===== src/hw/pgd_pkg.sv =====
// constants for the pager decoder host packet framer
// assumes a 32-bit apb master and a host serial port master
package pgd_pkg;
    localparam int unsigned PGD_DEPTH = 32;
    localparam int unsigned PGD_AW = 5;
    localparam int unsigned PGD_CW = 6;

    // register byte offsets
    localparam logic [7:0] PGD_OFF_CTRL = 8'h00;
    localparam logic [7:0] PGD_OFF_STAT = 8'h04;

    // control register fields
    localparam int unsigned PGD_CTRL_DECODE = 0;
    localparam int unsigned PGD_CTRL_TIME = 1;
    localparam int unsigned PGD_CTRL_ALL = 2;
    localparam int unsigned PGD_CTRL_COLLAPSE = 3;
    localparam int unsigned PGD_CTRL_AFM_END = 4;

    // status register fields
    localparam int unsigned PGD_STAT_DECODE = 0;
    localparam int unsigned PGD_STAT_AFM = 1;
    localparam int unsigned PGD_STAT_OVF = 2;
    localparam int unsigned PGD_STAT_SHUT = 3;
    localparam int unsigned PGD_STAT_ROAM = 4;
    localparam int unsigned PGD_STAT_LVL_LO = 8;

    // packet identifiers
    localparam logic [7:0] PGD_ID_BIW = 8'h00;
    localparam logic [7:0] PGD_ID_ADDR = 8'h01;

    // block information word format codes
    localparam logic [2:0] PGD_FMT_DATE = 3'h1;
    localparam logic [2:0] PGD_FMT_TIME = 3'h2;
    localparam logic [2:0] PGD_FMT_SYSMSG = 3'h5;

    // address kinds and index bases
    localparam logic [1:0] PGD_AK_USER = 2'h0;
    localparam logic [1:0] PGD_AK_TEMP = 2'h1;
    localparam logic [1:0] PGD_AK_OPER = 2'h2;
    localparam logic [7:0] PGD_AI_TEMP_BASE = 8'h80;
    localparam logic [7:0] PGD_AI_OPER_BASE = 8'h90;

    // vector types and short instruction codes
    localparam logic [2:0] PGD_VT_SECURE = 3'h0;
    localparam logic [2:0] PGD_VT_INSTR = 3'h1;
    localparam logic [2:0] PGD_VT_ALPHA = 3'h5;
    localparam logic [2:0] PGD_VT_HEX = 3'h6;
    localparam logic [2:0] PGD_SI_TEMP = 3'h0;
    localparam logic [2:0] PGD_SI_TEMP_MSN = 3'h2;

    // error limits
    localparam logic [2:0] PGD_ERR_MAX = 3'h2;

    localparam int unsigned PGD_PKT_BITS = 32;
endpackage


===== src/hw/pgd_framer.sv =====
// output packet framer: chooses, buffers and shifts packets to the host
// assumes decoder core word strobes on core_clk, one strobe per cycle,
// and a host serial master driving ser_clk and ser_sel_n from outside
//
// Added by the designer: the register offsets and the APB register port.
module pgd_framer
#(
    parameter int unsigned DEPTH = pgd_pkg::PGD_DEPTH
)
(
    input wire logic core_clk, // system clock
    input wire logic rst, // async reset, active high
    input wire logic psel, // apb select
    input wire logic penable, // apb enable
    input wire logic pwrite, // apb direction
    input wire logic [31:0] paddr, // apb address
    input wire logic [31:0] pwdata, // apb write data
    output logic [31:0] prdata, // apb read data
    output logic pready, // apb ready
    output logic pslverr, // apb error
    input wire logic ser_clk, // host serial clock pin
    input wire logic ser_sel_n, // host serial select pin
    output logic ser_out, // serial data to host
    output logic ser_out_oe, // serial data drive enable
    input wire logic checksum_disabled, // decoder locked by checksum
    input wire logic [31:0] part_id_pkt, // part identification packet
    input wire logic [31:0] status_pkt, // live status packet
    input wire logic shut_evt, // shutdown packet became pending
    input wire logic [31:0] shut_pkt, // shutdown packet contents
    input wire logic roam_evt, // roaming packet became pending
    input wire logic [31:0] roam_pkt, // roaming packet contents
    input wire logic biw_valid, // block word strobe
    input wire logic biw_first, // first block word of phase
    input wire logic [1:0] biw_phase, // phase a..d
    input wire logic [2:0] biw_format, // word format type
    input wire logic [13:0] biw_info, // information bits
    input wire logic [2:0] biw_errs, // corrected bit error count
    input wire logic biw_chk_fail, // check character failed
    input wire logic addr_valid, // address word strobe
    input wire logic addr_match, // matches an enabled address
    input wire logic [2:0] addr_errs, // address bit error count
    input wire logic [1:0] addr_kind, // user, temporary, operator
    input wire logic [3:0] addr_slot, // slot within its kind
    input wire logic [1:0] addr_phase, // phase a..d
    input wire logic addr_priority, // priority address
    input wire logic addr_long, // programmed long address
    input wire logic addr_second, // second word of a long address
    input wire logic addr_tone, // programmed tone only
    input wire logic [6:0] addr_vec_wn, // vector word number
    input wire logic vec_valid, // vector word strobe
    input wire logic vec_sysmsg, // vector of a system message
    input wire logic [6:0] vec_wn, // vector word number
    input wire logic [1:0] vec_phase, // phase a..d
    input wire logic [2:0] vec_type, // vector type
    input wire logic [15:0] vec_fields, // formatted low vector bits
    input wire logic [2:0] vec_errs, // vector bit error count
    input wire logic vec_bad, // parity, check or value failed
    input wire logic vec_has_msg, // message words follow
    input wire logic msg_valid, // message word strobe
    input wire logic [6:0] msg_wn, // message word number
    input wire logic [1:0] msg_phase, // phase a..d
    input wire logic msg_err, // message word error
    input wire logic [20:0] msg_bits, // message information bits
    output logic decode_on, // decoding enabled
    output logic all_frame_mode // all-frame mode active
);
    import pgd_pkg::*;

    localparam int unsigned AW = $clog2(DEPTH);

    typedef struct packed {
        logic [DEPTH-1:0][31:0] mem;
        logic [AW-1:0] wr_ptr;
        logic [AW-1:0] rd_ptr;
        logic [AW:0] count;
        logic decode_on;
        logic time_bit;
        logic all_bit;
        logic collapse;
        logic afm;
        logic ovf;
        logic shut_pend;
        logic roam_pend;
        logic msg_allow;
        logic [2:0] clk_s;
        logic [2:0] sel_s;
        logic [31:0] shift;
        logic out;
        logic out_oe;
        logic [31:0] rdata;
        logic ready;
        logic err;
    } pgd_state_t;

    pgd_state_t s_r;
    pgd_state_t s_nxt;

    function automatic logic [7:0] pgd_addr_index(input logic [1:0] kind,
        input logic [3:0] slot);
        logic [7:0] base;
        base = 8'h00;
        if (kind == PGD_AK_TEMP)
            base = PGD_AI_TEMP_BASE;
        else if (kind == PGD_AK_OPER)
            base = PGD_AI_OPER_BASE;
        return base | {4'h0, slot};
    endfunction

    function automatic logic pgd_starts_afm(input logic [2:0] vtype,
        input logic [2:0] instr);
        logic hit;
        hit = (vtype == PGD_VT_SECURE) || (vtype == PGD_VT_ALPHA) ||
            (vtype == PGD_VT_HEX);
        if (vtype == PGD_VT_INSTR)
            hit = (instr == PGD_SI_TEMP) || (instr == PGD_SI_TEMP_MSN);
        return hit;
    endfunction

    logic active;
    logic push;
    logic [31:0] push_pkt;
    logic pop;
    logic [31:0] load_pkt;
    logic biw_send;
    logic biw_e;
    logic vec_e;
    logic sel_fall;
    logic clk_fall;
    logic [AW:0] cnt_tmp;

    always_comb
    begin
        s_nxt = s_r;
        active = s_r.decode_on && !checksum_disabled;
        push = 1'b0;
        push_pkt = 32'h0000_0000;
        pop = 1'b0;
        load_pkt = status_pkt;
        biw_send = 1'b0;
        biw_e = 1'b0;
        vec_e = 1'b0;
        cnt_tmp = s_r.count;

        // apb slave, one wait state
        s_nxt.ready = 1'b0;
        s_nxt.err = 1'b0;
        if (psel && penable && !s_r.ready)
        begin
            s_nxt.ready = 1'b1;
            s_nxt.rdata = 32'h0000_0000;
            unique case (paddr[7:0])
                PGD_OFF_CTRL:
                begin
                    s_nxt.rdata[PGD_CTRL_DECODE] = s_r.decode_on;
                    s_nxt.rdata[PGD_CTRL_TIME] = s_r.time_bit;
                    s_nxt.rdata[PGD_CTRL_ALL] = s_r.all_bit;
                    s_nxt.rdata[PGD_CTRL_COLLAPSE] = s_r.collapse;
                end
                PGD_OFF_STAT:
                begin
                    s_nxt.rdata[PGD_STAT_DECODE] = s_r.decode_on;
                    s_nxt.rdata[PGD_STAT_AFM] = s_r.afm;
                    s_nxt.rdata[PGD_STAT_OVF] = s_r.ovf;
                    s_nxt.rdata[PGD_STAT_SHUT] = s_r.shut_pend;
                    s_nxt.rdata[PGD_STAT_ROAM] = s_r.roam_pend;
                    s_nxt.rdata[PGD_STAT_LVL_LO +: AW + 1] = s_r.count;
                end
                default:
                    s_nxt.err = 1'b1;
            endcase
            if (paddr[31:8] != 24'h00_0000)
                s_nxt.err = 1'b1;
        end
        if (psel && penable && s_r.ready && pwrite && !s_r.err)
        begin
            if (paddr[7:0] == PGD_OFF_CTRL)
            begin
                s_nxt.decode_on = pwdata[PGD_CTRL_DECODE];
                s_nxt.time_bit = pwdata[PGD_CTRL_TIME];
                s_nxt.all_bit = pwdata[PGD_CTRL_ALL];
                s_nxt.collapse = pwdata[PGD_CTRL_COLLAPSE];
                if (pwdata[PGD_CTRL_AFM_END])
                    s_nxt.afm = 1'b0;
            end
            else if (pwdata[PGD_STAT_OVF])
                s_nxt.ovf = 1'b0;
        end

        biw_e = (biw_errs > PGD_ERR_MAX) || biw_chk_fail;
        if ((biw_format == PGD_FMT_DATE) || (biw_format == PGD_FMT_TIME) ||
            (biw_format == PGD_FMT_SYSMSG))
            biw_send = s_r.time_bit || s_r.all_bit;
        else
            biw_send = s_r.all_bit;
        if (biw_first)
            biw_send = s_r.collapse;
        vec_e = (vec_errs > PGD_ERR_MAX) || vec_bad;

        if (active)
        begin
            if (biw_valid && biw_send)
            begin
                push = 1'b1;
                push_pkt = {PGD_ID_BIW, biw_e, biw_phase, 2'b00,
                    biw_format, 2'b00, biw_info};
            end
            else if (addr_valid && addr_match && (addr_errs <= PGD_ERR_MAX)
                && (!addr_long || addr_second))
            begin
                push = 1'b1;
                push_pkt = {PGD_ID_ADDR, addr_priority, addr_phase,
                    addr_long, 4'h0, pgd_addr_index(addr_kind, addr_slot),
                    addr_tone && (addr_kind == PGD_AK_USER),
                    (addr_tone && (addr_kind == PGD_AK_USER)) ? 7'h00
                        : addr_vec_wn};
                s_nxt.msg_allow = 1'b0;
            end
            else if (vec_valid && !vec_sysmsg)
            begin
                push = 1'b1;
                push_pkt = {1'b0, vec_wn, vec_e, vec_phase, 2'b00,
                    vec_type, vec_fields};
                s_nxt.msg_allow = !vec_e && vec_has_msg;
                if (!vec_e && pgd_starts_afm(vec_type, vec_fields[2:0]))
                    s_nxt.afm = 1'b1;
            end
            else if (msg_valid && s_r.msg_allow)
            begin
                push = 1'b1;
                push_pkt = {1'b0, msg_wn, msg_err, msg_phase, msg_bits};
            end
        end

        // serial port synchronisers
        s_nxt.clk_s = {s_r.clk_s[1:0], ser_clk};
        s_nxt.sel_s = {s_r.sel_s[1:0], ser_sel_n};
        sel_fall = !s_r.sel_s[1] && s_r.sel_s[2];
        clk_fall = !s_r.clk_s[1] && s_r.clk_s[2];

        if (checksum_disabled)
            load_pkt = part_id_pkt;
        else if (s_r.shut_pend)
            load_pkt = shut_pkt;
        else if (s_r.roam_pend)
            load_pkt = roam_pkt;
        else if (s_r.count != '0)
            load_pkt = s_r.mem[s_r.rd_ptr];

        s_nxt.out_oe = !s_r.sel_s[1];
        if (sel_fall)
        begin
            s_nxt.shift = load_pkt;
            s_nxt.out = load_pkt[PGD_PKT_BITS-1];
            if (!checksum_disabled)
            begin
                if (s_r.shut_pend)
                    s_nxt.shut_pend = 1'b0;
                else if (s_r.roam_pend)
                    s_nxt.roam_pend = 1'b0;
                else if (s_r.count != '0)
                    pop = 1'b1;
            end
        end
        else if (clk_fall && !s_r.sel_s[1])
        begin
            s_nxt.shift = {s_r.shift[30:0], 1'b0};
            s_nxt.out = s_r.shift[30];
        end
        if (shut_evt)
            s_nxt.shut_pend = 1'b1;
        if (roam_evt)
            s_nxt.roam_pend = 1'b1;

        if (pop)
        begin
            s_nxt.rd_ptr = s_r.rd_ptr + 1'b1;
            cnt_tmp = cnt_tmp - 1'b1;
        end
        if (push)
        begin
            if (s_r.count == DEPTH[AW:0] && !pop)
            begin
                s_nxt.decode_on = 1'b0;
                s_nxt.ovf = 1'b1;
                s_nxt.rd_ptr = '0;
                s_nxt.wr_ptr = '0;
                cnt_tmp = '0;
            end
            else
            begin
                s_nxt.mem[s_r.wr_ptr] = push_pkt;
                s_nxt.wr_ptr = s_r.wr_ptr + 1'b1;
                cnt_tmp = cnt_tmp + 1'b1;
            end
        end
        s_nxt.count = cnt_tmp;
    end

    always_ff @(posedge core_clk or posedge rst)
    begin
        if (rst)
        begin
            s_r <= '0;
            s_r.clk_s <= 3'h0;
            s_r.sel_s <= 3'h7;
        end
        else
            s_r <= s_nxt;
    end

    assign prdata = s_r.rdata;
    assign pready = s_r.ready;
    assign pslverr = s_r.err;
    assign ser_out = s_r.out;
    assign ser_out_oe = s_r.out_oe;
    assign decode_on = s_r.decode_on;
    assign all_frame_mode = s_r.afm;
endmodule


===== config.mk =====
export PLATFORM = sky130hd
export DESIGN_NAME = pgd_framer
export DESIGN_NICKNAME = d
export VERILOG_FILES = /design/src/hw/pgd_pkg.sv /design/src/hw/pgd_framer.sv
export SDC_FILE = /design/constraint.sdc
export NUM_CORES = 2
export LEC_CHECK = 0
export ABC_AREA = 1
export BUFFER_PORTS_ARGS = -buffer_cell sky130_fd_sc_hd__clkbuf_2
export CAP_MARGIN = 5
export CORE_UTILIZATION = 60
export CTS_BUF_LIST = sky130_fd_sc_hd__clkbuf_8
export CTS_CLUSTER_SIZE = 14
export DETAILED_ROUTE_END_ITERATION = 6
export PLACE_DENSITY = 0.79
export SLEW_MARGIN = 0
export SYNTH_ARGS = -nofsm -noshare
export SYNTH_HDL_FRONTEND = slang
export SYNTH_SLANG_ARGS = --single-unit

===== constraint.sdc =====
create_clock -name core_clk -period 48.8 [get_ports core_clk]
set_input_delay 12.2 -clock core_clk [delete_from_list [all_inputs] [get_ports core_clk]]
set_output_delay 12.2 -clock core_clk [all_outputs]
set_load 0.02 [all_outputs]

* After elaboration in Yosys (flattened, before gate mapping) *
Cells that the tools add are included.
W data, S select, Z words.

cells by class
  add/subtract/negate cells = 4
  order comparisons = 6
  equality and inequality tests = 14
  muxes and demuxes = 73
  bitwise logic cells = 3
  reduce and logical (&&, ||, !) cells = 54

operators by type and width
  cell                   number
  $bwmux W1024           1
  $mux W32               8
  $bmux W32 S5           1
  $demux W32 S5          1
  $mux W31               5
  $mux W8                5
  $mux W1                37
  $mux W6                5
  $mux W5                5
  $reduce_bool A24 Y1    1
  $logic_and A1 B1 Y1    20
  $lt A5 B6 Y1 const B   2
  $add A5 B1 Y5 const B  2
  $eq A3 B3 Y1 const B   3
  $logic_not A1 Y1       9
  $logic_or A1 B1 Y1     9
  $eq A8 B3 Y1 const B   1
  $logic_not A8 Y1       1
  $or A8 B4 Y8           1
  $pmux W4 S2            1
  $reduce_bool A2 Y1     4
  $mux W7                1
  $add A6 B1 Y6 const B  1
  $eq A3 B1 Y1 const B   2
  18 further kinds       28

storage, ports and cells
  bits in registers = 1101
  input port bits = 318
  output and inout port bits = 38
  logic and storage cells = 206

* Depth between registers and ports, before layout *
  depth in word-level cells = 14
  depth in mapped cells = 15
  gate-level depth less buffers = 14

* Worst setup path before layout *
OpenSTA, ideal clock, no wires.

  kind = in2reg
  start point = input port checksum_disabled
  end point = register s_r[870] (netlist name)
  setup time = 0.135 ns
  arrival = 13.660 ns
  data required time = 48.665 ns
  path slack = 35.004 ns
  stages = 15
  buffers on the path = 3
  cell sequence = buf_2 > clkinv_2 > nand2_1 > nor2_1 > nand2_1 > nand4_1 > inv_2 > nor2_8 > nand2_2 > nor2_4 > inv_2 > buf_2 > buf_2 > nand2_1 > o21ai_0

between the ends
  word-level cells in the longest chain between the ends = 6
  elaborated cells on any way between the ends = 11
  those cells by class = mux: 5; bitwise: 1; reduce/logical: 5

RTL lines
  element                             RTL line           source
  from (decl)                         pgd_framer.sv:25   input wire logic checksum_disabled,
  $mux W1                             pgd_framer.sv:254  if (!checksum_disabled)
  $mux W1                             pgd_framer.sv:250  if (sel_fall)
  $logic_not A1 Y1                    pgd_framer.sv:281  if (s_r.count == DEPTH[AW:0] && !pop)
  $logic_and A1 B1 Y1                 pgd_framer.sv:281
  $not A1 Y1 (no source line)         -
  $reduce_and A2 Y1 (no source line)  -
  to (signal assigned)                pgd_framer.sv:308  s_r <= s_nxt;
  to (decl)                           pgd_framer.sv:95   pgd_state_t s_r;

Parallel ways exist; a longest one is shown, timed or not.
A chain may end at the register's enable or synchronous reset.

* Worst setup path after layout *
  start point = input port checksum_disabled
  end point = register s_r[185] (netlist name)

The elaborated chain is that of the path after synthesis.

==> impl_metrics.yaml <==
outcome:
  status: "completed"
logic_synthesis:
  netlist_instances: 6423
  yosysSeqAreaShare_pct: 53.0
  yosys.area.top_type_share_pct: 52.9
  yosysWarningCount: 0
  ys_ff_latch: 1069
  synth-main-ff-cell: "dfrtp_1"
  syn_area_sq_um: 50400
  post_synth.cell_area_avg_sq_um: 7.85
  ys_types: 49
  synth_edf_count: 0
  yosysTopAreaCell: "dfrtp_1"
  synth_area_leaders: "dfrtp_1 (53%), nand2_1 (16%), nand3_1 (8.6%), o21ai_0 (5.8%), o21ai_1 (5.5%)"
  async_reset_ff_share_pct: 100
route:
  drt.antenna.violating_nets: 0
  drt-vias-per-instance: 5.99
  dr.pass1.iters: 6
  vias: 45795
  route.detailed.drc: 0
  drt-initial-drc-count: 5938
  drt-total-wl_microns: 155000
  wl_per_cell_microns: 20.3
sta:
  hold_violations: 0
  tns_ns: 0
  timing.clock.skew_ns: 0.0441
  worst_slack_ns: 33.16
  grt_setup_unrepaired: "no"
  fmax_ghz: 0.0640
  slew_viol_final: 0
  fin_crit_ns: 15.64
  setup_viol: 0
  worst_pin_slew_ns: 1.18
  slew_headroom_pct: 21.3
  finalCritPeriodShare_pct: 32.0
setup_path:
  critPathKind: "input pin to flip-flop"
  critPathLaunchType: "input pin"
  reg2reg_slack_ns: 44.26
  critPathRequiredTime_ns: 49.45
  crit_fanout: 35
  crit_arrival_ns: 16.29
  end_kind: "flip-flop"
  crit_chain: "clkbuf_2 > clkinv_2 > nand2_1 > nor2_1 > nand2_1 > nand4_1 > inv_2 > nor2_8 > nand2_2 > inv_2 > nand2_2 > buf_4 > o21ai_0"
  slowest_stage: "nand2_1"
  slowest_delay_ns: 0.88
clocking:
  cts.sink_count: 1069
  cts.path.max_buffers: 3
  ctsHoldBuffers: 0
  clock_latency_ns: 0.84
  cts_tree: "built"
  post_cts_resized: 0
  cts-root-buf: "clkbuf_8"
  htree_levels: 4
  cts_buffers: 169
  postCtsSetupRepairBufs: 0
  clk_pin_slew_ns: 0.06
layout:
  drive_above_1_share_pct: 11.1
  final_cell_mix: "nand2_1 (2087), dfrtp_1 (1062), nand3_1 (864)"
  syn_to_final_growth_pct: 9.47
  fillers: 6976
  fin_util_pct: 66.8
  finalNetCount: 6773
  instances_no_fill: 7642
  layout_commonest_cell: "nand2_1"
placement:
  dp_cells: 7345
  io_buffers: 307
  pre_cts_ws_ns: 32.50
  dp_hpwl_microns: 88000
  globalplace.congestion: 0.920
power_and_ir_drop:
  power_per_cell_area_nw_per_um2: 31.0
  peakVddDrop_v: 0.0000245
  p_leak_uw: 0.0248
worst_hold_path:
  hold_path.class: "flip-flop to flip-flop"
grt:
  globalRouteTotalUtil_pct: 36.4
  overflow: 0
  antenna_found_initial: 1
  grt_pass1_vias: 42848
  grt_pass1_wl_microns: 240000
  grt_max_degree: 193
floorplan:
  placementRows: 105
  ioPinCount: 356
  fp.dieW_microns: 292
  die_h_microns: 292
  start_util_pct: 61.0
  core_area_sq_um: 82600
  dieArea_sq_um: 85200
run:
  cap_violations: 0
[area by class of cell]
cell class / count / area (sq um) / share of cell area, %
Antenna cell: 1 / 2.50 / 0.00453
Tap cell: 1070 / 1340 / 2.42
Clock buffer: 208 / 2860 / 5.18
Multi-Input combinational cell: 4605 / 20800 / 37.6
Timing Repair Buffer: 396 / 2240 / 4.06
Inverter: 205 / 801 / 1.45
Sequential cell: 1069 / 26800 / 48.5
Clock inverter: 88 / 434 / 0.786
[per-stage QoR]
step	hold slack, ns	area [sq um]	total power [uW]
final	0.347	55200	1710
after floorplan	0.331	50500	959
after detailed placement	0.336	51900	986
after CTS	0.348	55200	1720
after global routing	0.365	55200	1770
after global placement	0.335	51900	985
[final timing paths]
path                       depth (start not counted)         startpoint         to
min                                                0          s_nxt[72]  s_nxt[73]
max in group asynchronous                          5                rst   s_r[864]
min in group asynchronous                          2                rst  s_r[1034]
max                                               13  checksum_disabled   s_r[185]
max reg2reg                                       13            s_r[89]    s_r[41]
min reg2reg                                        0          s_nxt[72]  s_nxt[73]
[kinds of logic (layout without fill, tap and decap cells)]
family / count (synthesis) / count (layout) / share of synthesized area, %
AOI/OAI and AO/OA: 1388 / 1388 / 14.2
xor gates and xnor gates: 7 / 7 / 0.122
adders and majority gates: 9 / 9 / 0.223
buffers and inverters: 769 / 897 / 6.20
DFF: 1069 / 1069 / 53.0
muxes: 3 / 3 / 0.0670
other: 1 / 22 / 0.00743
and+or+nand+nor: 3177 / 3177 / 26.1
[critical path, delay by kind of cell]
family                 cells  cell delay (ns)
AO/OA/AOI/OAI              1             0.19
buffers and inverters      5             1.74
AND/OR/NAND/NOR            7             2.13
[sequential cells by signal (all words and copies together), names as in the netlist]
register and cells:
decode_on 1, prdata 11, ser_out_oe 1, pslverr 1, ser_out 1, s_r 1048, s_nxt 4, pready 1
all_frame_mode 1
[Yosys cell counts, drive strengths merged (3+ instances only)]
library cell	instances
a221oi	27
dfrtp	1066
o21ai	1140
clkinv	5
dfstp	3
ha	9
a21oi	183
clkbuf	403
nand3	864
nor4	13
o22ai	4
a31oi	9
o31ai	7
buf	161
a22oi	4
nand2	2121
nand4	4
xor2	7
nor2	162
nor3	10
mux2	3
o211ai	4
inv	200
[routing by layer]
layer  global-route usage, %  share of wire (%)  vias up
met5                  0.0567                  0        -
met4                    19.4                5.3        0
met3                    7.74                 10      418
met2                    55.0                 44     2523
met1                    49.6                 40    21668
li1                        -                  -    21186
[power breakdown]
part / switching [uW] / internal (uW) / leakage [uW]
Sequential: 3.98 / 893 / 0.0145
Combinational: 52.7 / 21.0 / 0.00836
Clock: 353 / 389 / 0.00195
Note: power is estimated with default switching activity, not from simulation.
